==> src/core/sar_consts.svh <==
// Register offsets, field positions, reset values and counts for sar_ctrl
`ifndef SAR_CONSTS_SVH
`define SAR_CONSTS_SVH

// ----------------------------------------------------------------
// Register offsets
// ----------------------------------------------------------------
`define SAR_OFS_SC1 16'h0010
`define SAR_OFS_SC2 16'h0011
`define SAR_OFS_SC3 16'h0012
`define SAR_OFS_SC4 16'h0013
`define SAR_OFS_RH 16'h0014
`define SAR_OFS_RL 16'h0015
`define SAR_OFS_CVH 16'h0016
`define SAR_OFS_CVL 16'h0017
`define SAR_OFS_PDL 16'h30AC

// ----------------------------------------------------------------
// Field positions
// ----------------------------------------------------------------
`define SAR_SC1_DONE 7
`define SAR_SC1_IRQEN 6
`define SAR_SC1_CONT 5
`define SAR_SC2_BUSY 7
`define SAR_SC2_HWT 6
`define SAR_SC2_CMPEN 1
`define SAR_SC2_CMPGE 0
`define SAR_SC3_DIV 5
`define SAR_SC3_MODE 2
`define SAR_SC3_CLK 0

// ----------------------------------------------------------------
// Reset values and counts
// ----------------------------------------------------------------
`define SAR_CHAN_OFF 5'h1F
`define SAR_RST_BYTE 8'h00
`define SAR_RST_RES 12'h000
`define SAR_FIFO_MAX 4'h8

`endif

==> src/core/sar_pkg.sv <==
// Types shared by the converter control logic
`default_nettype none
package sar_pkg;
    typedef enum logic [1:0] {
        ST_IDLE = 2'b01,
        ST_BUSY = 2'b10
    } sar_state_type;

    typedef enum logic [1:0] {
        MODE_8 = 2'b00,
        MODE_12 = 2'b01,
        MODE_10 = 2'b10
    } sar_mode_type;

    typedef enum logic [1:0] {
        CLK_BUS = 2'b00,
        CLK_BUS2 = 2'b01,
        CLK_ALT = 2'b10,
        CLK_ASYNC = 2'b11
    } sar_clk_type;
endpackage
`default_nettype wire

==> src/core/sar_ctrl.sv <==
// Control logic around a successive-approximation converter core
// ----------------------------------------------------------------
// How it works
// - Load results on completion unless compare fails
// - High byte read blocks transfers until low read
// - No interlock in 8-bit mode
// - 12-bit high register holds upper nibble only
// - FIFO results read back in channel order
// - FIFO set starts and ends at programmed depth
// - Resolution change invalidates both result registers
// - 12-bit compare uses nibble plus low byte
// - Pin-disable bit per channel 0-7, 1 disables
// - Disabled pin: no drive, reads zero, no pullup
// - Converter off in reset or channel all ones
// - Idle at lowest power between conversions
// - Round to 10 or 8 bits per mode
// - Set done flag, interrupt if enabled
// - Compare enable works in every mode
// - Four clock sources, bus clock after reset
// - Bus, bus/2, alternate, internal async clock
// - Divide selected source by 1, 2, 4, 8
// - Trigger rising edge starts when enabled
// - Trigger edge ignored during conversion
// - Continuous mode: only first trigger edge counts
// - Depth 000 off, else two to eight entries
// - Blocked transfer: flag left unchanged, result lost
// ----------------------------------------------------------------
`timescale 1ns/1ps
`include "sar_consts.svh"
`default_nettype none

module sar_ctrl (
    input wire logic CLK,
    input wire logic RST,
    input wire logic [15:0] ADDR,
    input wire logic [7:0] WDATA,
    input wire logic WR,
    input wire logic RD,
    output logic [7:0] RDATA,
    input wire logic HW_TRIGGER_IN,
    input wire logic ALT_CLK_IN,
    input wire logic ASYNC_CLK_IN,
    input wire logic CONV_DONE,
    input wire logic [11:0] CONV_RESULT,
    output logic CONV_ENABLE,
    output logic CONV_START,
    output logic [4:0] CONV_CHANNEL,
    output logic [1:0] CONV_MODE,
    output logic CONV_CLK_EN,
    output logic ASYNC_CLK_REQ,
    output logic DONE_IRQ,
    input wire logic [7:0] PORT_OUT_EN,
    input wire logic [7:0] PORT_PULLUP_EN,
    input wire logic [7:0] PAD_IN,
    output logic [7:0] PAD_OUT_EN,
    output logic [7:0] PAD_PULLUP_EN,
    output logic [7:0] PAD_IN_BUF_EN,
    output logic [7:0] PORT_IN
);

    // ------------------------------------------------------------
    // Functions
    // ------------------------------------------------------------
    function automatic logic [11:0] round_fmt(input logic [11:0] raw,
                                              input logic [1:0] mode);
        logic [12:0] sum;
        sum = 13'h0000;
        round_fmt = raw;
        if (mode == sar_pkg::MODE_10) begin
            sum = {1'b0, raw} + 13'h0002;
            round_fmt = sum[12] ? 12'h03FF : {2'b00, sum[11:2]};
        end else if (mode != sar_pkg::MODE_12) begin
            sum = {1'b0, raw} + 13'h0008;
            round_fmt = sum[12] ? 12'h00FF : {4'h0, sum[11:4]};
        end
    endfunction

    function automatic logic [11:0] cmp_ref(input logic [3:0] hi,
                                            input logic [7:0] lo,
                                            input logic [1:0] mode);
        if (mode == sar_pkg::MODE_12) begin
            cmp_ref = {hi, lo};
        end else if (mode == sar_pkg::MODE_10) begin
            cmp_ref = {2'b00, hi[1:0], lo};
        end else begin
            cmp_ref = {4'h0, lo};
        end
    endfunction

    // ------------------------------------------------------------
    // Synchronisers
    // ------------------------------------------------------------
    logic [2:0] trig_s_ff, nxt_trig_s;
    logic [2:0] alt_s_ff, nxt_alt_s;
    logic [2:0] asy_s_ff, nxt_asy_s;
    logic [7:0] pad_s1_ff, nxt_pad_s1;
    logic [7:0] pad_s2_ff, nxt_pad_s2;
    logic trig_rise;

    always_comb begin
        nxt_trig_s = {trig_s_ff[1:0], HW_TRIGGER_IN};
        nxt_alt_s = {alt_s_ff[1:0], ALT_CLK_IN};
        nxt_asy_s = {asy_s_ff[1:0], ASYNC_CLK_IN};
        nxt_pad_s1 = PAD_IN;
        nxt_pad_s2 = pad_s1_ff;
    end

    always_ff @(posedge CLK or posedge RST) begin
        if (RST) begin
            trig_s_ff <= 3'h0;
            alt_s_ff <= 3'h0;
            asy_s_ff <= 3'h0;
            pad_s1_ff <= `SAR_RST_BYTE;
            pad_s2_ff <= `SAR_RST_BYTE;
        end else begin
            trig_s_ff <= nxt_trig_s;
            alt_s_ff <= nxt_alt_s;
            asy_s_ff <= nxt_asy_s;
            pad_s1_ff <= nxt_pad_s1;
            pad_s2_ff <= nxt_pad_s2;
        end
    end

    assign trig_rise = trig_s_ff[1] & ~trig_s_ff[2];

    // ------------------------------------------------------------
    // Pin control
    // ------------------------------------------------------------
    logic [7:0] pdl_ff, nxt_pdl;

    assign PAD_OUT_EN = PORT_OUT_EN & ~pdl_ff;
    assign PAD_PULLUP_EN = PORT_PULLUP_EN & ~pdl_ff;
    assign PAD_IN_BUF_EN = ~pdl_ff;
    assign PORT_IN = pad_s2_ff & ~pdl_ff;

    // ------------------------------------------------------------
    // Registers and conversion sequencing
    // ------------------------------------------------------------
    sar_pkg::sar_state_type state_ff, nxt_state;
    logic done_ff, nxt_done;
    logic irq_en_ff, nxt_irq_en;
    logic cont_ff, nxt_cont;
    logic [4:0] chan_ff, nxt_chan;
    logic hwt_ff, nxt_hwt;
    logic cmp_en_ff, nxt_cmp_en;
    logic cmp_ge_ff, nxt_cmp_ge;
    logic [1:0] div_ff, nxt_div;
    logic [1:0] mode_ff, nxt_mode;
    logic [1:0] clk_ff, nxt_clk;
    logic [2:0] depth_ff, nxt_depth;
    logic [3:0] cvh_ff, nxt_cvh;
    logic [7:0] cvl_ff, nxt_cvl;
    logic [11:0] res_ff, nxt_res;
    logic lock_ff, nxt_lock;
    logic cont_run_ff, nxt_cont_run;
    logic start_ff, nxt_start;
    logic [4:0] cur_ff, nxt_cur;
    logic [3:0] idx_ff, nxt_idx;
    logic [4:0] chq_ff [0:7];
    logic [4:0] nxt_chq [0:7];
    logic [3:0] chq_cnt_ff, nxt_chq_cnt;
    logic [11:0] rq_ff [0:7];
    logic [11:0] nxt_rq [0:7];
    logic [2:0] rq_rd_ff, nxt_rq_rd;
    logic [3:0] rq_cnt_ff, nxt_rq_cnt;
    logic [7:0] rdata_ff, nxt_rdata;

    logic fifo_on;
    logic [3:0] level;
    logic [11:0] head;
    logic [11:0] rd_res;
    logic [11:0] val;
    logic cmp_ok;
    logic wr_sc1;
    logic cfg_wr;

    assign fifo_on = (depth_ff != 3'h0);
    assign level = {1'b0, depth_ff} + 4'h1;
    assign head = rq_ff[rq_rd_ff];
    assign rd_res = fifo_on ? head : res_ff;
    assign val = round_fmt(CONV_RESULT, mode_ff);
    assign wr_sc1 = WR && (ADDR == `SAR_OFS_SC1);
    assign cfg_wr = WR && ((ADDR == `SAR_OFS_SC2) ||
                           (ADDR == `SAR_OFS_SC3) ||
                           (ADDR == `SAR_OFS_SC4) ||
                           (ADDR == `SAR_OFS_CVH) ||
                           (ADDR == `SAR_OFS_CVL));

    always_comb begin
        cmp_ok = 1'b1;
        if (cmp_en_ff) begin
            if (cmp_ge_ff) begin
                cmp_ok = val >= cmp_ref(cvh_ff, cvl_ff, mode_ff);
            end else begin
                cmp_ok = val < cmp_ref(cvh_ff, cvl_ff, mode_ff);
            end
        end
    end

    always_comb begin
        nxt_state = state_ff;
        nxt_done = done_ff;
        nxt_irq_en = irq_en_ff;
        nxt_cont = cont_ff;
        nxt_chan = chan_ff;
        nxt_hwt = hwt_ff;
        nxt_cmp_en = cmp_en_ff;
        nxt_cmp_ge = cmp_ge_ff;
        nxt_div = div_ff;
        nxt_mode = mode_ff;
        nxt_clk = clk_ff;
        nxt_depth = depth_ff;
        nxt_cvh = cvh_ff;
        nxt_cvl = cvl_ff;
        nxt_pdl = pdl_ff;
        nxt_res = res_ff;
        nxt_lock = lock_ff;
        nxt_cont_run = cont_run_ff;
        nxt_start = 1'b0;
        nxt_cur = cur_ff;
        nxt_idx = idx_ff;
        nxt_chq = chq_ff;
        nxt_chq_cnt = chq_cnt_ff;
        nxt_rq = rq_ff;
        nxt_rq_rd = rq_rd_ff;
        nxt_rq_cnt = rq_cnt_ff;
        nxt_rdata = 8'h00;

        // Reads come first so that a completion in the same cycle sees the lock, flag and FIFO state they leave
        if (RD) begin
            case (ADDR)
                `SAR_OFS_SC1: nxt_rdata = {done_ff, irq_en_ff,
                                           cont_ff, chan_ff};
                `SAR_OFS_SC2: nxt_rdata = {state_ff == sar_pkg::ST_BUSY,
                                           hwt_ff, 4'h0,
                                           cmp_en_ff, cmp_ge_ff};
                `SAR_OFS_SC3: nxt_rdata = {1'b0, div_ff, 1'b0,
                                           mode_ff, clk_ff};
                `SAR_OFS_SC4: nxt_rdata = {5'h00, depth_ff};
                `SAR_OFS_RH: begin
                    nxt_rdata = {4'h0, rd_res[11:8]};
                    if (mode_ff != sar_pkg::MODE_8) begin
                        nxt_lock = 1'b1;
                    end
                end
                `SAR_OFS_RL: begin
                    nxt_rdata = rd_res[7:0];
                    nxt_lock = 1'b0;
                    nxt_done = 1'b0;
                    if (fifo_on && rq_cnt_ff != 4'h0) begin
                        nxt_rq_rd = rq_rd_ff + 3'h1;
                        nxt_rq_cnt = rq_cnt_ff - 4'h1;
                    end
                end
                `SAR_OFS_CVH: nxt_rdata = {4'h0, cvh_ff};
                `SAR_OFS_CVL: nxt_rdata = cvl_ff;
                `SAR_OFS_PDL: nxt_rdata = pdl_ff;
                default: nxt_rdata = 8'h00;
            endcase
        end

        if (WR) begin
            case (ADDR)
                `SAR_OFS_SC1: begin
                    nxt_irq_en = WDATA[`SAR_SC1_IRQEN];
                    nxt_cont = WDATA[`SAR_SC1_CONT];
                    nxt_chan = WDATA[4:0];
                end
                `SAR_OFS_SC2: begin
                    nxt_hwt = WDATA[`SAR_SC2_HWT];
                    nxt_cmp_en = WDATA[`SAR_SC2_CMPEN];
                    nxt_cmp_ge = WDATA[`SAR_SC2_CMPGE];
                end
                `SAR_OFS_SC3: begin
                    nxt_div = WDATA[`SAR_SC3_DIV +: 2];
                    nxt_mode = WDATA[`SAR_SC3_MODE +: 2];
                    nxt_clk = WDATA[`SAR_SC3_CLK +: 2];
                    if (WDATA[`SAR_SC3_MODE +: 2] != mode_ff) begin
                        nxt_res = `SAR_RST_RES;
                        nxt_rq_cnt = 4'h0;
                        nxt_lock = 1'b0;
                    end
                end
                `SAR_OFS_SC4: begin
                    nxt_depth = WDATA[2:0];
                    nxt_chq_cnt = 4'h0;
                end
                `SAR_OFS_CVH: nxt_cvh = WDATA[3:0];
                `SAR_OFS_CVL: nxt_cvl = WDATA;
                `SAR_OFS_PDL: nxt_pdl = WDATA;
                default: ;
            endcase
        end

        // A configuration write (SC2, SC3, SC4, CVH, CVL) abandons the running conversion
        if (cfg_wr) begin
            nxt_state = sar_pkg::ST_IDLE;
            nxt_cont_run = 1'b0;
        end

        if (wr_sc1) begin
            nxt_done = 1'b0;
            nxt_cont_run = 1'b0;
            nxt_state = sar_pkg::ST_IDLE;
            if (fifo_on) begin
                if (chq_cnt_ff >= level) begin
                    nxt_chq[0] = WDATA[4:0];
                    nxt_chq_cnt = 4'h1;
                end else begin
                    nxt_chq[chq_cnt_ff[2:0]] = WDATA[4:0];
                    nxt_chq_cnt = chq_cnt_ff + 4'h1;
                end
                if (nxt_chq_cnt == level && !hwt_ff) begin
                    nxt_state = sar_pkg::ST_BUSY;
                    nxt_start = 1'b1;
                    nxt_cur = nxt_chq[0];
                    nxt_idx = 4'h0;
                    nxt_cont_run = WDATA[`SAR_SC1_CONT];
                    nxt_rq_cnt = 4'h0;
                    nxt_rq_rd = 3'h0;
                end
            end else if (!hwt_ff && WDATA[4:0] != `SAR_CHAN_OFF) begin
                nxt_state = sar_pkg::ST_BUSY;
                nxt_start = 1'b1;
                nxt_cur = WDATA[4:0];
                nxt_cont_run = WDATA[`SAR_SC1_CONT];
            end
        end else if (!cfg_wr && trig_rise && hwt_ff &&
                     state_ff == sar_pkg::ST_IDLE &&
                     !cont_run_ff) begin
            if (fifo_on && chq_cnt_ff == level) begin
                nxt_state = sar_pkg::ST_BUSY;
                nxt_start = 1'b1;
                nxt_cur = chq_ff[0];
                nxt_idx = 4'h0;
                nxt_cont_run = cont_ff;
                nxt_rq_cnt = 4'h0;
                nxt_rq_rd = 3'h0;
            end else if (!fifo_on && chan_ff != `SAR_CHAN_OFF) begin
                nxt_state = sar_pkg::ST_BUSY;
                nxt_start = 1'b1;
                nxt_cur = chan_ff;
                nxt_cont_run = cont_ff;
            end
        end else if (!cfg_wr && CONV_DONE &&
                     state_ff == sar_pkg::ST_BUSY) begin
            if (nxt_lock) begin
                // Result lost; restart the same channel unless a failed compare ends a single non-FIFO conversion
                if (!cmp_ok && !cont_ff && !fifo_on) begin
                    nxt_state = sar_pkg::ST_IDLE;
                end else begin
                    nxt_start = 1'b1;
                end
            end else if (!fifo_on) begin
                if (cmp_ok) begin
                    nxt_res = val;
                    nxt_done = 1'b1;
                end
                if (cont_ff) begin
                    nxt_start = 1'b1;
                end else begin
                    nxt_state = sar_pkg::ST_IDLE;
                    nxt_cont_run = 1'b0;
                end
            end else begin
                if (cmp_ok && nxt_rq_cnt < `SAR_FIFO_MAX) begin
                    nxt_rq[3'(nxt_rq_rd + nxt_rq_cnt[2:0])] = val;
                    nxt_rq_cnt = nxt_rq_cnt + 4'h1;
                end
                if (idx_ff + 4'h1 >= level) begin
                    nxt_done = 1'b1;
                    nxt_idx = 4'h0;
                    if (cont_ff) begin
                        nxt_start = 1'b1;
                        nxt_cur = chq_ff[0];
                    end else begin
                        nxt_state = sar_pkg::ST_IDLE;
                        nxt_cont_run = 1'b0;
                    end
                end else begin
                    nxt_idx = idx_ff + 4'h1;
                    nxt_start = 1'b1;
                    nxt_cur = chq_ff[nxt_idx[2:0]];
                end
            end
        end
    end

    always_ff @(posedge CLK or posedge RST) begin
        if (RST) begin
            state_ff <= sar_pkg::ST_IDLE;
            done_ff <= 1'b0;
            irq_en_ff <= 1'b0;
            cont_ff <= 1'b0;
            chan_ff <= `SAR_CHAN_OFF;
            hwt_ff <= 1'b0;
            cmp_en_ff <= 1'b0;
            cmp_ge_ff <= 1'b0;
            div_ff <= 2'h0;
            mode_ff <= 2'h0;
            clk_ff <= 2'h0;
            depth_ff <= 3'h0;
            cvh_ff <= 4'h0;
            cvl_ff <= `SAR_RST_BYTE;
            pdl_ff <= `SAR_RST_BYTE;
            res_ff <= `SAR_RST_RES;
            lock_ff <= 1'b0;
            cont_run_ff <= 1'b0;
            start_ff <= 1'b0;
            cur_ff <= `SAR_CHAN_OFF;
            idx_ff <= 4'h0;
            chq_cnt_ff <= 4'h0;
            rq_rd_ff <= 3'h0;
            rq_cnt_ff <= 4'h0;
            rdata_ff <= `SAR_RST_BYTE;
            for (int i = 0; i < 8; i++) begin
                chq_ff[i] <= 5'h00;
                rq_ff[i] <= `SAR_RST_RES;
            end
        end else begin
            state_ff <= nxt_state;
            done_ff <= nxt_done;
            irq_en_ff <= nxt_irq_en;
            cont_ff <= nxt_cont;
            chan_ff <= nxt_chan;
            hwt_ff <= nxt_hwt;
            cmp_en_ff <= nxt_cmp_en;
            cmp_ge_ff <= nxt_cmp_ge;
            div_ff <= nxt_div;
            mode_ff <= nxt_mode;
            clk_ff <= nxt_clk;
            depth_ff <= nxt_depth;
            cvh_ff <= nxt_cvh;
            cvl_ff <= nxt_cvl;
            pdl_ff <= nxt_pdl;
            res_ff <= nxt_res;
            lock_ff <= nxt_lock;
            cont_run_ff <= nxt_cont_run;
            start_ff <= nxt_start;
            cur_ff <= nxt_cur;
            idx_ff <= nxt_idx;
            chq_cnt_ff <= nxt_chq_cnt;
            rq_rd_ff <= nxt_rq_rd;
            rq_cnt_ff <= nxt_rq_cnt;
            rdata_ff <= nxt_rdata;
            chq_ff <= nxt_chq;
            rq_ff <= nxt_rq;
        end
    end

    // ------------------------------------------------------------
    // Converter clock: source select and divider
    // ------------------------------------------------------------
    // Foreign clocks arrive as sampled edges, so alternate and async
    // sources must stay below half the bus clock rate.
    logic half_ff, nxt_half;
    logic [2:0] div_cnt_ff, nxt_div_cnt;
    logic tick_ff, nxt_tick;
    logic areq_ff, nxt_areq;
    logic src_tick;
    logic [2:0] ratio;

    always_comb begin
        case (clk_ff)
            sar_pkg::CLK_BUS: src_tick = 1'b1;
            sar_pkg::CLK_BUS2: src_tick = half_ff;
            sar_pkg::CLK_ALT: src_tick = alt_s_ff[1] & ~alt_s_ff[2];
            sar_pkg::CLK_ASYNC: src_tick = asy_s_ff[1] & ~asy_s_ff[2];
            default: src_tick = 1'b0;
        endcase
        case (div_ff)
            2'h0: ratio = 3'h0;
            2'h1: ratio = 3'h1;
            2'h2: ratio = 3'h3;
            2'h3: ratio = 3'h7;
            default: ratio = 3'h0;
        endcase
        nxt_half = ~half_ff;
        nxt_div_cnt = div_cnt_ff;
        nxt_tick = 1'b0;
        // Gated by the next state so that no tick outlives a conversion
        if (nxt_state != sar_pkg::ST_BUSY) begin
            nxt_div_cnt = 3'h0;
        end else if (src_tick) begin
            if (div_cnt_ff >= ratio) begin
                nxt_div_cnt = 3'h0;
                nxt_tick = 1'b1;
            end else begin
                nxt_div_cnt = div_cnt_ff + 3'h1;
            end
        end
        nxt_areq = (state_ff == sar_pkg::ST_BUSY) &&
                   (clk_ff == sar_pkg::CLK_ASYNC);
    end

    always_ff @(posedge CLK or posedge RST) begin
        if (RST) begin
            half_ff <= 1'b0;
            div_cnt_ff <= 3'h0;
            tick_ff <= 1'b0;
            areq_ff <= 1'b0;
        end else begin
            half_ff <= nxt_half;
            div_cnt_ff <= nxt_div_cnt;
            tick_ff <= nxt_tick;
            areq_ff <= nxt_areq;
        end
    end

    // ------------------------------------------------------------
    // Outputs
    // ------------------------------------------------------------
    assign RDATA = rdata_ff;
    assign CONV_ENABLE = (state_ff == sar_pkg::ST_BUSY) &&
                         (cur_ff != `SAR_CHAN_OFF);
    assign CONV_START = start_ff;
    assign CONV_CHANNEL = cur_ff;
    assign CONV_MODE = mode_ff;
    assign CONV_CLK_EN = tick_ff;
    assign ASYNC_CLK_REQ = areq_ff;
    assign DONE_IRQ = done_ff & irq_en_ff;

endmodule

`default_nettype wire

==> config.mk <==
export PLATFORM = sky130hd
export DESIGN_NAME = sar_ctrl
export DESIGN_NICKNAME = d
export VERILOG_FILES = /design/src/core/sar_pkg.sv /design/src/core/sar_ctrl.sv
export VERILOG_INCLUDE_DIRS = /design/src /design/src/core
export SDC_FILE = /design/constraint.sdc
export NUM_CORES = 1
export LEC_CHECK = 0
export ABC_AREA = 1
export BUFFER_PORTS_ARGS = -buffer_cell sky130_fd_sc_hd__buf_2
export CELL_PAD_IN_SITES_DETAIL_PLACEMENT = 0
export CELL_PAD_IN_SITES_GLOBAL_PLACEMENT = 1
export CORE_MARGIN = 3
export CORE_UTILIZATION = 45
export CTS_CLUSTER_SIZE = 16
export DETAILED_ROUTE_END_ITERATION = 7
export PLACE_DENSITY = 0.87
export SLEW_MARGIN = 10
export SYNTH_ARGS = -nofsm -noshare
export SYNTH_HDL_FRONTEND = slang
export SYNTH_SLANG_ARGS = --single-unit
==> constraint.sdc <==
create_clock -name CLK -period 9.3 [get_ports CLK]
set_clock_uncertainty 0.2 [all_clocks]
set_input_delay 0.93 -clock CLK [delete_from_list [all_inputs] [get_ports CLK]]
set_output_delay 0.93 -clock CLK [all_outputs]
set_load 0.05 [all_outputs]
==> impl_metrics.tcl <==
set metrics [dict create \
    endpoint "rq_ff[35]" \
    clock-sinks 252 \
    critical_path.cell_chain "inv_1, nor2_1, inv_1, nand2_1, o22ai_1, a21oi_2, ha_1, nand2_1, nor2_1, and2_1, nand2_1, nand4_1, nand3_1, nand2_2, nor2_4, nand3_4, inv_2, nand3_1, nand2_1" \
    routed_wl_um 43200 \
    syn-cell-area_mm2 0.0143 \
    regToRegSetupSlack_ns 4.03 \
    async_reset_ff_frac 1.00 \
    core-area_mm2 0.0309 \
    crit_start "CONV_MODE[0]" \
    syn_avg_cell_area_um2 7.69 \
    finalHoldViolations 0 \
    crit_path_start_kind "flip-flop" \
    power_density_mw_per_mm2 165 \
    dieArea_mm2 0.0339 \
    synth_cell_types 54 \
    cp_max_fo 51 \
    start_util 0.461 \
    finalCriticalPeriod_ns 5.27 \
    grt_overflow 0 \
    clock_path_buffers 3 \
    crit_type "flip-flop to flip-flop" \
    gp_congestion 0.918 \
    whs_path_depth 0 \
    ys_warn_count 0 \
    rsz0062_at_grt "no" \
    viasPerCell 5.56 \
    r2r_start "CONV_MODE[0]" \
    postPlaceCellArea_mm2 0.0150 \
    synth_enable_flop_cells 0 \
    maxClockFrequency_mhz 190 \
    report.final.slew_viol_count 0 \
    period_share 0.566 \
    drive_gt1_frac 0.134 \
    hp-class "flip-flop to flip-flop" \
    num_vias 13100 \
    reg2regPathDepth 19 \
    synth_nets 1958 \
    nNetsFinal 2043 \
    worst_slack_ns 4.03 \
    diodes 0 \
    drv_cap 0 \
    antenna_found_initial 0 \
    rows 64 \
    grt_pass1_wl_um 69400 \
    fin_setup_tns_ns 0 \
    p_total_mw 2.63 \
    finish.utilization 0.517 \
    place_ws_ns 3.77 \
    slowest_delay_ns 0.63 \
    slowest_stage "a21oi_2" \
    grt_pass1_vias 12700 \
    relSlewSlack 0.231 \
    status "completed" \
    critPathRequiredTime_ns 9.58 \
    clk_latency_ns 0.56 \
    cts_setup_buffers 0 \
    crit_arrival_ns 5.55 \
    area_growth_pct 12.1 \
    routedWlPerCell_um 18.3 \
    syn_inst 1855 \
    cts_tree "yes" \
    cts_hold_buf 0 \
    grt_usage 0.255 \
    postRouteAntennaNets 0 \
    dr.pass1.iters 5 \
    finalSetupViolCount 0 \
    nFillCells 3066 \
    grt_max_degree 115 \
    cp_common_cell "nand2_1" \
    num_io_pins 120 \
    worst_setup_path_end_kind "flip-flop" \
    dieWidth_um 184 \
    synth-main-ff-cell "dfrtp_1" \
    h-tree-depth 1 \
    ys_seq_area_frac 0.443 \
    port_buffers 119 \
    tightest_slew_ns 1.15 \
    p_leak_nw 8.12 \
    die_height_um 184 \
    regToRegEndpoint "rq_ff[35]" \
    dp_hpwl_um 29900 \
    synth-seq-cells 252 \
    final_area_mm2 0.0160 \
    cts_buffers 30 \
    vdd_ir_drop_max_v 0.000147 \
    drc 0 \
    clk_pin_slew_ns 0.06 \
    drt_iter0_markers 1298 \
    root_buffer "clkbuf_16" \
    ctsResizeCount 0 \
]
critical path, delay by kind of cell, from the launching register on:
| kind | cells | cell delay, ns |
|---|---|---|
| and+or+nand+nor | 13 | 2.37 |
| DFF | 1 | 0.47 |
| AOI/OAI and AO/OA | 2 | 0.79 |
| adders and majority gates | 1 | 0.36 |
| buffers and inverters | 3 | 0.97 |
kinds of logic (layout without fill, tap and decap cells):
| logic type | count (synthesis) | after routing | share of synthesized area |
|---|---|---|---|
| AND/OR/NAND/NOR | 885 | 885 | 0.277 |
| AO/OA/AOI/OAI | 408 | 408 | 0.159 |
| buffers and inverters | 256 | 363 | 0.0782 |
| flip-flops | 252 | 252 | 0.443 |
| adder cells (fa/ha/maj) | 35 | 35 | 0.0312 |
| XOR/XNOR | 19 | 19 | 0.0117 |
sequential cells by signal, summed over array words and instances, names as in the netlist, 4 cells and up:
name          cells
rq_cnt_ff         4
res_ff           12
nxt_pad_s2        8
idx_ff            4
cvl_ff            8
rq_ff            96
pad_s2_ff         8
chan_ff           5
chq_cnt_ff        4
cvh_ff            4
chq_ff           40
RDATA             8
pdl_ff            8
CONV_CHANNEL      5
Yosys cell counts, types with 17 or more instances:
library cell	instances	area, um2
a21oi_1	33	165
clkbuf_1	44	165
dfrtp_1	241	6030
ha_1	34	425
inv_1	164	616
nand2_1	484	1820
nand3_1	124	621
nor2_1	180	676
o21ai_0	224	1120
o21ai_1	64	320
o221ai_1	17	149
o22ai_1	32	200
cells in the final DEF (no fill, tap or decap), drive strengths merged:
cell      synthesis  layout
o21a              1       1
o22ai            32      32
ha               34      34
fa                1       1
o211ai           16      16
nor2b             1       1
inv             177     178
dfrtp           241     241
nand4            17      17
or3               1       1
and3              2       2
nor3             17      17
o221ai           17      17
xnor2             5       5
nand3b            8       8
clkinvlp          0       2
a21o              1       1
buf              28     129
o21ai           288     288
a31oi             2       2
xor2             14      14
clkbuf           48      45
a22oi             6       6
a41oi             2       2
a221oi            3       3
or2               2       2
nand2           498     498
nor2            199     199
and2              1       1
a21oi            38      38
dfstp            11      11
nor4              2       2
nand3           137     137
bufinv            0       2
o21bai            2       2
clkinv            3       7
worst min path at each step:
stage,startpoint,end,slack [ns]
2_1_floorplan,alt_s_ff[0],alt_s_ff[1],0.13
6_report,nxt_pad_s2[6],pad_s2_ff[6],0.15
3_5_place_dp,nxt_pad_s2[6],pad_s2_ff[6],0.14
5_1_grt,asy_s_ff[0],asy_s_ff[1],0.16
4_1_cts,nxt_pad_s2[6],pad_s2_ff[6],0.15
3_3_place_gp,nxt_pad_s2[7],pad_s2_ff[7],0.13
where the power goes:
group,total [mW],switching [mW],internal [mW]
logic,0.284,0.215,0.0695
clock network,1.18,0.472,0.711
registers,1.17,0.0239,1.14
layer usage:
| metal | vias to the layer above | track usage | wire length, um |
|---|---|---|---|
| li1 | 6306 | - | - |
| met1 | 6212 | 0.352 | 18700 |
| met2 | 509 | 0.414 | 19800 |
| met3 | 80 | 0.0467 | 3340 |
| met4 | 0 | 0.0720 | 1360 |
| met5 | - | 0 | 0 |
per-stage QoR:
step                      instances  hold WS [ns]
after global routing           2358         0.156
after detailed placement       2304         0.136
final                          2358         0.149
after global placement         2304         0.132
after CTS                      2358         0.149
after floorplan                1855         0.131
cell type report:
| type | instances | area [um2] | share of cell area |
|---|---|---|---|
| Tap cell | 396 | 495 | 0.0310 |
| Inverter | 180 | 683 | 0.0427 |
| Multi-Input combinational cell | 1347 | 6830 | 0.427 |
| Clock buffer | 45 | 888 | 0.0555 |
| Sequential cell | 252 | 6320 | 0.395 |
| Clock inverter | 9 | 104 | 0.00649 |
| Timing Repair Buffer | 129 | 671 | 0.0419 |
No activity file was read; power rests on OpenSTA's default activity.
